### config.mk
export PLATFORM = sky130hd
export DESIGN_NAME = sar_adc_control
export DESIGN_NICKNAME = d
export VERILOG_FILES = /design/src/rtl/sar_adc_control.v
export VERILOG_INCLUDE_DIRS = /design/src /design/src/rtl
export SDC_FILE = /design/constraint.sdc
export NUM_CORES = 1
export LEC_CHECK = 0
export BUFFER_PORTS_ARGS = -buffer_cell sky130_fd_sc_hd__buf_2
export CAP_MARGIN = 20
export CORE_AREA = 2 2 106 108
export CTS_CLUSTER_SIZE = 25
export DETAILED_ROUTE_END_ITERATION = 6
export DIE_AREA = 0 0 108 110
export PLACE_DENSITY = 0.79
export SLEW_MARGIN = 10
export SYNTH_ARGS = -nofsm -noshare
export SYNTH_HDL_FRONTEND = slang
export SYNTH_SLANG_ARGS = --single-unit
### constraint.sdc
create_clock -name core_clk -period 2.7 [get_ports core_clk]
set_input_delay 0.54 -clock core_clk [delete_from_list [all_inputs] [get_ports core_clk]]
set_output_delay 0.54 -clock core_clk [all_outputs]
set_load 0.03 [all_outputs]
### src/rtl/sar_adc_map.vh
`ifndef SAR_ADC_MAP_VH
`define SAR_ADC_MAP_VH
// Register byte offsets (low address byte)
`define OFS_MODE       8'h00
`define OFS_RES_WIDE   8'h04
`define OFS_RES_HIGH   8'h08
`define OFS_PIN_CFG    8'h0C
`define OFS_CHAN_SEL   8'h10
`define OFS_IRQ_STAT   8'h14
`define OFS_IRQ_MASK   8'h18
`define OFS_MODE_SET   8'h1C
`define OFS_MODE_CLR   8'h20
// converter_mode fields and register reset values
`define MODE_RUN_BIT   7
`define MODE_TSEL_HI   5
`define MODE_TSEL_LO   3
`define MODE_CMP_BIT   0
`define MODE_RESET     8'h00
`define PIN_CFG_RESET  8'h00
`define CHAN_RESET     3'h0
// Conversion clock divisors by conv_time_select
`define DIV_SEL0       8'h0C
`define DIV_SEL1       8'h08
`define DIV_SEL2       8'h06
`define DIV_SEL3       8'h04
`define DIV_SEL4       8'h03
`define DIV_SEL5       8'h02
// Sample and per-bit lengths in conversion clock periods
`define SAMPLE_TICKS   8'h02
`define BIT_TICKS      8'h04
`endif

### src/rtl/sar_adc_control.v
// Notes on behaviour
// - Ten-bit conversions repeat on one selected channel
// - Raise completion interrupt after every conversion
// - Sample at start, hold through conversion
// - Resolve MSB first, copy when LSB decided
// - Wide result: ten upper bits, six zeros
// - High-byte result holds eight MSBs
// - Result reads insert one wait cycle
// - Unselected shared pins stay digital port pins
// - Pin config picks analogue or digital per pin
// - Channel select feeds sample-and-hold input
// - Mode register resets to zero, all stopped
// - Run bit zero stops, one converts continuously
// - Comparator bit enables half-reference comparator
// - Mode register takes bit and byte writes
// - First result after early start is unreliable
// - Wide result split high byte, low byte
//
// The implementer's own choices: the address map and the AHB-Lite register port.
`timescale 1ns/1ps
`default_nettype none
`include "sar_adc_map.vh"

module sar_adc_control (
  // Clock and reset
  input  wire        core_clk,
  input  wire        rst_b,
  // AHB-Lite slave
  input  wire        hsel,
  input  wire [31:0] haddr,
  input  wire [1:0]  htrans,
  input  wire        hwrite,
  input  wire [2:0]  hsize,
  input  wire [31:0] hwdata,
  input  wire        hready,
  output reg  [31:0] hrdata,
  output reg         hreadyout,
  output reg         hresp,
  // Analogue front end
  input  wire        cmpOut,
  output reg  [9:0]  dacCode,
  output reg         sampleHold,
  output reg  [2:0]  analogueChannel,
  output reg         comparatorOn,
  output reg  [7:0]  analogueInputEn,
  output reg  [7:0]  digitalPortEn,
  // Interrupt
  output reg         convDoneIrq
);

  localparam ST_IDLE    = 3'b001;
  localparam ST_SAMPLE  = 3'b010;
  localparam ST_CONVERT = 3'b100;

  reg  [7:0]  modeQ;
  reg  [7:0]  pinCfgQ;
  reg  [2:0]  chanSelQ;
  reg  [15:0] resultWideQ;
  reg  [7:0]  resultHighQ;
  reg         irqStatQ;
  reg         irqMaskQ;
  reg  [2:0]  stateQ;
  reg  [9:0]  approxQ;
  reg  [9:0]  bitMaskQ;
  reg  [7:0]  phaseCntQ;
  reg         cmpMetaQ;
  reg         cmpSyncQ;
  reg         dataPhaseQ;
  reg         writeQ;
  reg  [7:0]  addrQ;
  reg         waitDoneQ;

  reg  [7:0]  divisor;
  reg  [7:0]  rdValue;
  reg  [9:0]  decided;
  wire        addrPhase = hsel & htrans[1] & hready;
  wire        convRun   = modeQ[`MODE_RUN_BIT];
  wire [2:0]  timeSel   = modeQ[`MODE_TSEL_HI:`MODE_TSEL_LO];
  wire        wrNow     = dataPhaseQ & writeQ & ~waitDoneQ;
  // Products are formed at full width, then cut to the counter width on purpose
  wire [15:0] sampleProd = divisor * `SAMPLE_TICKS;
  wire [15:0] bitProd    = divisor * `BIT_TICKS;
  wire [7:0]  sampleLen  = sampleProd[7:0];
  wire [7:0]  bitLen     = bitProd[7:0];
  wire        phaseEnd  = (phaseCntQ == 8'h01);
  wire        lastBit   = (stateQ == ST_CONVERT) & phaseEnd & bitMaskQ[0];
  wire        doneEvent = lastBit & convRun;
  wire        irqClear  = wrNow & (addrQ == `OFS_IRQ_STAT) & hwdata[0];
  wire        irqNext   = doneEvent | (irqStatQ & ~irqClear);

  always @* begin
    case (timeSel)
      3'h0: divisor = `DIV_SEL0;
      3'h1: divisor = `DIV_SEL1;
      3'h2: divisor = `DIV_SEL2;
      3'h3: divisor = `DIV_SEL3;
      3'h4: divisor = `DIV_SEL4;
      3'h5: divisor = `DIV_SEL5;
      default: divisor = `DIV_SEL0;
    endcase
  end

  // Keep bit when input is at or above the trial level
  always @* begin
    if (cmpSyncQ) begin
      decided = approxQ;
    end else begin
      decided = approxQ & ~bitMaskQ;
    end
  end

  always @* begin
    if (haddr[7:0] == `OFS_MODE) begin
      rdValue = modeQ;
    end else if (haddr[7:0] == `OFS_PIN_CFG) begin
      rdValue = pinCfgQ;
    end else if (haddr[7:0] == `OFS_CHAN_SEL) begin
      rdValue = {5'h00, chanSelQ};
    end else if (haddr[7:0] == `OFS_IRQ_STAT) begin
      rdValue = {7'h00, irqStatQ};
    end else if (haddr[7:0] == `OFS_IRQ_MASK) begin
      rdValue = {7'h00, irqMaskQ};
    end else begin
      rdValue = 8'h00;
    end
  end

  // Comparator output crosses from the analogue side
  always @(posedge core_clk or negedge rst_b) begin
    if (!rst_b) begin
      cmpMetaQ <= 1'b0;
      cmpSyncQ <= 1'b0;
    end else begin
      cmpMetaQ <= cmpOut;
      cmpSyncQ <= cmpMetaQ;
    end
  end

  // Bus slave: writes and result reads take one wait cycle
  always @(posedge core_clk or negedge rst_b) begin
    if (!rst_b) begin
      dataPhaseQ <= 1'b0;
      writeQ     <= 1'b0;
      addrQ      <= 8'h00;
      waitDoneQ  <= 1'b0;
      hreadyout  <= 1'b1;
      hrdata     <= 32'h0000_0000;
      hresp      <= 1'b0;
    end else begin
      hresp <= 1'b0;
      if (dataPhaseQ & ~waitDoneQ) begin
        waitDoneQ <= 1'b1;
        hreadyout <= 1'b1;
        if (!writeQ) begin
          if (addrQ == `OFS_RES_WIDE) begin
            hrdata <= {16'h0000, resultWideQ};
          end else begin
            hrdata <= {24'h000000, resultHighQ};
          end
        end
      end else if (addrPhase) begin
        addrQ  <= haddr[7:0];
        writeQ <= hwrite;
        if (hwrite) begin
          dataPhaseQ <= 1'b1;
          waitDoneQ  <= 1'b0;
          hreadyout  <= 1'b0;
        end else if ((haddr[7:0] == `OFS_RES_WIDE) || (haddr[7:0] == `OFS_RES_HIGH)) begin
          dataPhaseQ <= 1'b1;
          waitDoneQ  <= 1'b0;
          hreadyout  <= 1'b0;
        end else begin
          dataPhaseQ <= 1'b0;
          hrdata     <= {24'h000000, rdValue};
          hreadyout  <= 1'b1;
        end
      end else begin
        dataPhaseQ <= 1'b0;
        hreadyout  <= 1'b1;
      end
    end
  end

  // Converter mode: whole-byte writes plus masked set and clear of any bits
  always @(posedge core_clk or negedge rst_b) begin
    if (!rst_b) begin
      modeQ <= `MODE_RESET;
    end else if (wrNow) begin
      if (addrQ == `OFS_MODE) begin
        modeQ <= hwdata[7:0];
      end else if (addrQ == `OFS_MODE_SET) begin
        modeQ <= modeQ | hwdata[7:0];
      end else if (addrQ == `OFS_MODE_CLR) begin
        modeQ <= modeQ & ~hwdata[7:0];
      end
    end
  end

  // Pin configuration: one bit per shared pin, one means analogue
  always @(posedge core_clk or negedge rst_b) begin
    if (!rst_b) begin
      pinCfgQ <= `PIN_CFG_RESET;
    end else if (wrNow) begin
      if (addrQ == `OFS_PIN_CFG) begin
        pinCfgQ <= hwdata[7:0];
      end
    end
  end

  // Channel selection for the sample-and-hold input
  always @(posedge core_clk or negedge rst_b) begin
    if (!rst_b) begin
      chanSelQ <= `CHAN_RESET;
    end else if (wrNow) begin
      if (addrQ == `OFS_CHAN_SEL) begin
        chanSelQ <= hwdata[2:0];
      end
    end
  end

  // Interrupt mask
  always @(posedge core_clk or negedge rst_b) begin
    if (!rst_b) begin
      irqMaskQ <= 1'b0;
    end else if (wrNow) begin
      if (addrQ == `OFS_IRQ_MASK) begin
        irqMaskQ <= hwdata[0];
      end
    end
  end

  // Conversion sequencer
  always @(posedge core_clk or negedge rst_b) begin
    if (!rst_b) begin
      stateQ    <= ST_IDLE;
      approxQ   <= 10'h000;
      bitMaskQ  <= 10'h000;
      phaseCntQ <= 8'h00;
    end else begin
      case (stateQ)
        ST_IDLE: begin
          approxQ  <= 10'h000;
          bitMaskQ <= 10'h000;
          if (convRun) begin
            stateQ    <= ST_SAMPLE;
            phaseCntQ <= sampleLen;
          end
        end
        ST_SAMPLE: begin
          if (!convRun) begin
            stateQ <= ST_IDLE;
          end else if (phaseEnd) begin
            stateQ    <= ST_CONVERT;
            approxQ   <= 10'h200;
            bitMaskQ  <= 10'h200;
            phaseCntQ <= bitLen;
          end else begin
            phaseCntQ <= phaseCntQ - 8'h01;
          end
        end
        ST_CONVERT: begin
          if (!convRun) begin
            stateQ <= ST_IDLE;
          end else if (phaseEnd) begin
            approxQ  <= decided | (bitMaskQ >> 1);
            bitMaskQ <= bitMaskQ >> 1;
            if (bitMaskQ[0]) begin
              stateQ    <= ST_SAMPLE;
              phaseCntQ <= sampleLen;
            end else begin
              phaseCntQ <= bitLen;
            end
          end else begin
            phaseCntQ <= phaseCntQ - 8'h01;
          end
        end
        default: begin
          stateQ <= ST_IDLE;
        end
      endcase
    end
  end

  // Results load at the same edge that sets the completion flag
  always @(posedge core_clk or negedge rst_b) begin
    if (!rst_b) begin
      resultWideQ <= 16'h0000;
      resultHighQ <= 8'h00;
    end else begin
      if (doneEvent) begin
        resultWideQ <= {decided, 6'h00};
        resultHighQ <= decided[9:2];
      end
    end
  end

  // Sticky completion flag; a new completion beats a clear in the same cycle
  always @(posedge core_clk or negedge rst_b) begin
    if (!rst_b) begin
      irqStatQ    <= 1'b0;
      convDoneIrq <= 1'b0;
    end else begin
      irqStatQ    <= irqNext;
      convDoneIrq <= irqNext & irqMaskQ;
    end
  end

  // Analogue-side outputs
  always @(posedge core_clk or negedge rst_b) begin
    if (!rst_b) begin
      dacCode         <= 10'h000;
      sampleHold      <= 1'b0;
      analogueChannel <= 3'h0;
    end else begin
      dacCode         <= approxQ;
      sampleHold      <= (stateQ == ST_CONVERT);
      analogueChannel <= chanSelQ;
    end
  end

  // Comparator enable; results right after enabling it are not trustworthy
  always @(posedge core_clk or negedge rst_b) begin
    if (!rst_b) begin
      comparatorOn <= 1'b0;
    end else begin
      comparatorOn <= modeQ[`MODE_CMP_BIT];
    end
  end

  // Pin-side outputs
  always @(posedge core_clk or negedge rst_b) begin
    if (!rst_b) begin
      analogueInputEn <= 8'h00;
      digitalPortEn   <= 8'hFF;
    end else begin
      analogueInputEn <= pinCfgQ;
      digitalPortEn   <= ~pinCfgQ;
    end
  end

endmodule // sar_adc_control
`default_nettype wire

==> metrics.md, run 1 <==
| Metric | Value |
|---|---|
| Int Pwr | `3.72 mW` |
| R2R cell count | `6` |
| Total GRT Usage | `22.8%` |
| Worst r2r dst | `convDoneIrq` |
| Status | `complete, no violations` |
| Top FF cell, synth | `dfrtp_1` |
| Synth cell count leaders | `114 x dfrtp_1, 50 x o21ai_0, 45 x inv_1, 45 x nand2_1, 19 x a21oi_1` |
| Num CTS Buffers | `17` |
| Critical Path Fanout Max | `22` |
| Placed wire-length estimate | `8750 um` |
| Worst path top cell family by delay | `simple AND/OR/NAND/NOR gates` |
| Setup violations, final | `0` |
| Per-cell routed wire length | `17.3 um` |
| Pin count of the biggest net entering global routing | `83` |
| Largest area contributor in the netlist | `dfrtp_1` |
| Hold path start | `cmpOut` |
| Crit path largest cell delay | `0.55 ns` |
| Initial antenna violation count | `0` |
| Lkg Pwr | `3.13 nW` |
| CTS clock-pin slew for the worst setup and hold paths | `0.06 ns` |
| Final Hold Violating Endpoints | `0` |
| Share of post-route cells with drive strength above 1 | `25.4%` |
| RSZ-0062 raised after global routing | `false` |
| Most numerous cell in the Yosys netlist | `dfrtp_1` |
| Ys Warns | `0` |
| Cells after Synth | `524` |
| CTS sink cnt | `124` |
| Setup TNS | `0 ns` |
| CP startpoint kind | `register` |
| Congestion Overflow GR | `0` |
| CTS tree | `built` |
| Final wirelength | `13100 um` |
| Peak supply drop | `0.370 mV` |
| CTS Root Cell | `clkbuf_8` |
| Final Skew | `0.00853 ns` |
| Yosys reg bits | `124` |
| Non-filler instance count after layout | `758` |
| Clock power share | `44.2%` |
| Top-area cell type share of the netlist area | `50.9%` |
| Rel. slew slack | `51.9%` |
| Util after Layout | `62.7%` |
| Vias per cell | `5.67` |
| CP cell instances | `inv_1, ha_1, or4b_1, or4_1, buf_4, a21boi_0` |
| Resized cells post-CTS | `0` |
| CTS H-tree lvls | `4` |
| Critical Path Sink Type | `register` |
| Min cycle time layout | `2.33 ns` |
| Worst-margin pin slew | `0.715 ns` |
| Starting DRT DRC Count | `327` |
| Placeable Area | `10700 um2` |
| DRT antenna net count | `0` |
| Kind of critical path | `register to register` |
| # DRC | `0` |
| DIE AREA | `11900 um2` |
| Register area share after synthesis | `55.6%` |
| Psw | `1.46 mW` |
| Starting Density | `52.4%` |
| First-pass GRT wire length | `20800 um` |
| Hold/Removal Path Class | `input pin to register` |
| Post-layout power | `5.18 mW` |
| Clk Latency, worst-skew pair | `0.52 ns` |
| Final period util | `86.5%` |
| Die Ht | `110 um` |
| Cell area after synthesis | `5600 um2` |
| Arrival @ worst endpoint | `2.73 ns` |
| Dominant cells by area after synthesis | `dfrtp_1 51%, dfstp_2 4.7%, o21ai_0 4.5%` |
| Standard-cell row count | `38` |
| Fin nets | `684` |
| Critical Path Slowest Stage Cell | `or4b_1` |
| Area grow syn2layout | `19.8%` |
| TritonRoute pass-1 iters | `5` |
| Worst R2R Setup Slack | `0.37 ns` |
| Final Max Tran Viols | `0` |
| Pwr dens | `772 nW/um2` |
| Reg-to-Reg Start | `phaseCntQ[1]` |
| WHS Path Cells | `1` |
| Vias post-DR | `4295` |
| Crit path buf inv count | `2` |
| Clock Path Buffers | `2` |
| IO Pins | `141` |
| # diodes | `0` |
| Placed insts | `725` |
| F_max | `0.428 GHz` |
| Comb power frac | `14.5%` |
| Die width | `108 um` |
| Port Buffers | `71` |
| Number of global-route vias before repair | `4167` |
| Worst EP required | `3.10 ns` |
| Avg Inst Size Synth | `10.7 um2` |
| Placer Congestion | `0.936` |
| Sw Ratio | `28.2%` |
| Seq pwr share | `41.3%` |
| EDFF count, synth | `0` |
| Hold endpoint | `cmpMetaQ` |
| Max cap viols | `0` |
| Async SR Flop Fraction | `100%` |
| Yosys cell types | `64` |
## through the flow
stage                     instance area (um2)  hold slack [ns]  setup slack (ns)
after floorplan                          5660            0.244             0.543
after global placement                   6090            0.334             0.450
after detailed placement                 6090            0.336             0.399
after CTS                                6710            0.105             0.396
after global routing                     6710            0.113             0.231
final                                    6710            0.127             0.365
## repair_timing
item	4_1_cts	5_1_grt
hold endpoints to repair	1	0
hold buffers	1	0
setup buffers	0	0
## logic make-up after synthesis
logic type,share of synthesized area (%)
compound gates,18.5
simple gates,13.1
flops,55.6
buf+inv,7.17
mux,4.02
fa+ha+maj,0.893
xor+xnor,0.626
other cells,0.0669
## cells in the final DEF (no fill, tap or decap), drive strengths merged, types with 3 or more instances in the layout
master	count
a31oi	8
and3	5
buf	86
bufinv	3
nand2	45
mux2	12
clkbuf	19
a22oi	6
o21ai	50
o2bb2ai	3
nor4	3
or3	7
dfrtp	114
nor2	9
clkinvlp	3
nand4	4
or2	3
inv	46
dfstp	10
a211oi	7
o31ai	12
or4	4
a21boi	3
nor4b	3
nand2b	7
nor3	8
o2111ai	4
mux2i	9
a21oi	19
clkinv	6
conb	17
ha	4
nor3b	4
nand3	9
a22o	16
nor2b	12
## area by class of cell
class / count / area, um2
well taps: 140 / 175
multi-input cells: 330 / 2150
clock inverters: 13 / 166
inverters: 45 / 169
fillers: 814 / 3990
flip-flops and latches: 124 / 3120
clock buffers: 19 / 442
repair buffers: 87 / 493
## layer usage
metal,routed length (um),vias to the layer above,track usage [%]
li1,-,2008,-
met1,5520,2086,29.4
met2,6550,173,37.7
met3,789,28,5.70
met4,273,0,8.52
met5,0,-,0
## state kept, by name, summed over array words and instances, names as in the netlist, 2 cells and up, named ones only
name / count
analogueInputEn: 8
chanSelQ: 3
phaseCntQ: 8
approxQ: 10
analogueChannel: 3
resultWideQ: 2
resultHighQ: 8
addrQ: 8
dacCode: 10
stateQ: 3
hrdata: 16
pinCfgQ: 8
digitalPortEn: 8
bitMaskQ: 10
## how the worst max path moves through the flow
stage                      start              to  slack (ns)  cells after the start
floorplan           phaseCntQ[1]  resultHighQ[0]        0.54                      8
global placement    phaseCntQ[1]     convDoneIrq        0.45                      6
finish              phaseCntQ[1]     convDoneIrq        0.37                      6
global route            addrQ[4]      pinCfgQ[5]        0.23                      4
detailed placement      addrQ[4]      pinCfgQ[4]        0.40                      3
CTS                 phaseCntQ[1]      approxQ[5]        0.40                      7
## power groups by stage
stage	registers (mW)	clock network, mW	logic [mW]
after floorplan	2.20	0	0.467
after global placement	2.15	0	0.715
after detailed placement	2.16	0	0.741
after CTS	2.13	2.32	0.752
after global routing	2.15	2.41	0.825
final	2.14	2.29	0.752
No activity file was read; power rests on OpenSTA's default activity.
==> run 2: changes to the inputs <==
--- a/config.mk
+++ b/config.mk
@@ -13,6 +13,7 @@
 export DETAILED_ROUTE_END_ITERATION = 6
 export DIE_AREA = 0 0 108 110
 export PLACE_DENSITY = 0.79
+export RECOVER_POWER = 100
 export SLEW_MARGIN = 10
 export SYNTH_ARGS = -nofsm -noshare
 export SYNTH_HDL_FRONTEND = slang
==> metrics.md, run 2 (synthesis results as in run 1) <==
| Metric | Value |
|---|---|
| Hold path start | `cmpOut` |
| Clk Latency, worst-skew pair | `0.52 ns (about the same)` |
| Total GRT Usage | `22.8% (unchanged)` |
| Final period util | `87.1% (+0.60 points)` |
| Non-filler instance count after layout | `758 (unchanged)` |
| CTS sink cnt | `124 (unchanged)` |
| Kind of critical path | `register to register` |
| Met2 Resource Use GR | `37.7% (unchanged)` |
| Placer Congestion | `0.936 (unchanged)` |
| Placeable Area | `10700 um2 (unchanged)` |
| Commonest cells after routing, fill and taps aside | `114 x dfrtp_1, 53 x clkbuf_1, 50 x o21ai_0, 45 x inv_1, 45 x nand2_1` |
| Top reg by flops | `hrdata` |
| # DRC | `0 (unchanged)` |
| Vias post-DR | `4362 (+1.6%)` |
| Area grow syn2layout | `17.6%` |
| Clock Path Buffers | `2 (unchanged)` |
| Hold/Removal Path Class | `input pin to register` |
| TritonRoute pass-1 iters | `7 (+2)` |
| Min cycle time layout | `2.35 ns (+0.0161 ns)` |
| Setup TNS | `0 ns (unchanged)` |
| RSZ-0062 raised after global routing | `false` |
| Max cap viols | `0 (unchanged)` |
| Initial antenna violation count | `0 (unchanged)` |
| GR met1 Demand/Resource | `29.4% (unchanged)` |
| Crit path largest cell delay | `0.68 ns (+0.13 ns)` |
| Num CTS Buffers | `17 (unchanged)` |
| Worst path top cell family by delay | `buffers and inverters` |
| Per-cell routed wire length | `17.5 um (+0.89%)` |
| Share of post-route cells with drive strength above 1 | `15.5% (-9.9 points)` |
| Crit path launch | `dataPhaseQ` |
| CP cell instances | `nor2b_1, nor2_1, clkbuf_1, a21o_1, mux2_2` |
| Final wirelength | `13300 um (+0.89%)` |
| Starting DRT DRC Count | `361 (+10%)` |
| Met3 usage | `5.70% (unchanged)` |
| Worst EP required | `3.10 ns (about the same)` |
| Status | `complete, no violations` |
| Final Max Tran Viols | `0 (unchanged)` |
| Standard-cell row count | `38 (unchanged)` |
| Setup bufs post-CTS | `0 (unchanged)` |
| IO Pins | `141 (unchanged)` |
| Fillers | `855 (+5.0%)` |
| DIE AREA | `11900 um2 (unchanged)` |
| CTS tree | `built` |
| Pin count of the biggest net entering global routing | `83 (unchanged)` |
| Final Hold Violating Endpoints | `0 (unchanged)` |
| Rel. slew slack | `27.0% (-25 points)` |
| Congestion Overflow GR | `0 (unchanged)` |
| Number of global-route vias before repair | `4167 (unchanged)` |
| Placed insts | `725 (unchanged)` |
| Arrival @ worst endpoint | `2.75 ns (+0.02 ns)` |
| Starting Density | `52.4% (unchanged)` |
| Die Ht | `110 um (unchanged)` |
| Pwr dens | `785 nW/um2 (+1.7%)` |
| GRT Max-Usage Layer | `met2` |
| Util after Layout | `61.6% (-1.2 points)` |
| Die width | `108 um (unchanged)` |
| Critical Path Sink Type | `register` |
| Lkg Pwr | `2.93 nW (-6.3%)` |
| First-pass GRT wire length | `20800 um (unchanged)` |
| Final Skew | `0.0109 ns (+0.00233 ns)` |
| Number of flip-flops in the largest register | `16 (unchanged)` |
| # diodes | `0 (unchanged)` |
| Port Buffers | `71 (unchanged)` |
| Hold_ws | `0.122 ns (-0.00529 ns)` |
| Post-layout power | `5.17 mW (-0.24%)` |
| Critical Path Fanout Max | `17 (-23%)` |
| CTS Root Cell | `clkbuf_8` |
| F_max | `0.425 GHz (-0.69%)` |
| Dpl cell area | `6090 um2 (unchanged)` |
| Reg-to-Reg Start | `dataPhaseQ` |
| Final Worst Setup Slack | `0.349 ns (-0.0161 ns)` |
| Place WS | `0.399 ns (unchanged)` |
| Worst R2R Setup Slack | `0.35 ns (-0.02 ns)` |
| Setup violations, final | `0 (unchanged)` |
| CTS clock-pin slew for the worst setup and hold paths | `0.06 ns (about the same)` |
| Placed wire-length estimate | `8750 um (unchanged)` |
| Worst-margin pin slew | `1.09 ns (+0.379 ns)` |
| Vias per cell | `5.75 (+1.6%)` |
| Finished Cell Area | `6590 um2 (-1.9%)` |
| Fin nets | `684 (unchanged)` |
| Critical Path Slowest Stage Cell | `clkbuf_1` |
| Crit path buf inv count | `1 (-1)` |
| Peak supply drop | `0.369 mV (-0.10%)` |
| CTS H-tree lvls | `4 (unchanged)` |
| Commonest non-fill, non-tap cell in the layout | `dfrtp_1` |
| CP startpoint kind | `register` |
| DRT antenna net count | `0 (unchanged)` |
[run 2: cell count changes in the layout (fill, tap and decap cells not counted), sizes merged]
| cell | before | now |
|---|---|---|
| buf | 86 | 31 |
| clkbuf | 19 | 74 |
[run 2: per-layer routing]
layer | up-vias | share of wire [%]
met4 | 0 | 2.0
met1 | 2159 | 42
met2 | 171 | 50
met5 | - | 0
met3 | 27 | 6.1
li1 | 2005 | -
[run 2: cell type report]
class                   instances  area [um2]  area share, %
well taps                     140         175           2.66
clock inverters                13         166           2.53
flip-flops and latches        124        3120           47.3
clock buffers                  19         442           6.71
repair buffers                 87         402           6.10
multi-input cells             330        2120           32.1
inverters                      45         169           2.57
[run 2: power by group]
group	total [mW]	switching (mW)	internal [mW]
clock	2.29	0.833	1.46
combinational	0.737	0.485	0.251
sequential	2.14	0.149	1.99
[run 2: what timing repair did]
action / 4_1_cts / 5_1_grt
endpoints found under the hold margin: 1 / 0
resized for setup: 0 / 0
hold buffers: 1 / 0
[run 2: worst paths after layout]
path                            cells past startpoint               end
worst max register to register                      5         hrdata[4]
min in group asynchronous                           2  digitalPortEn[1]
worst max-delay path                                5         hrdata[4]
worst min register to register                      0          cmpSyncQ
worst min-delay path                                1          cmpMetaQ
max in group asynchronous                           3    resultHighQ[2]
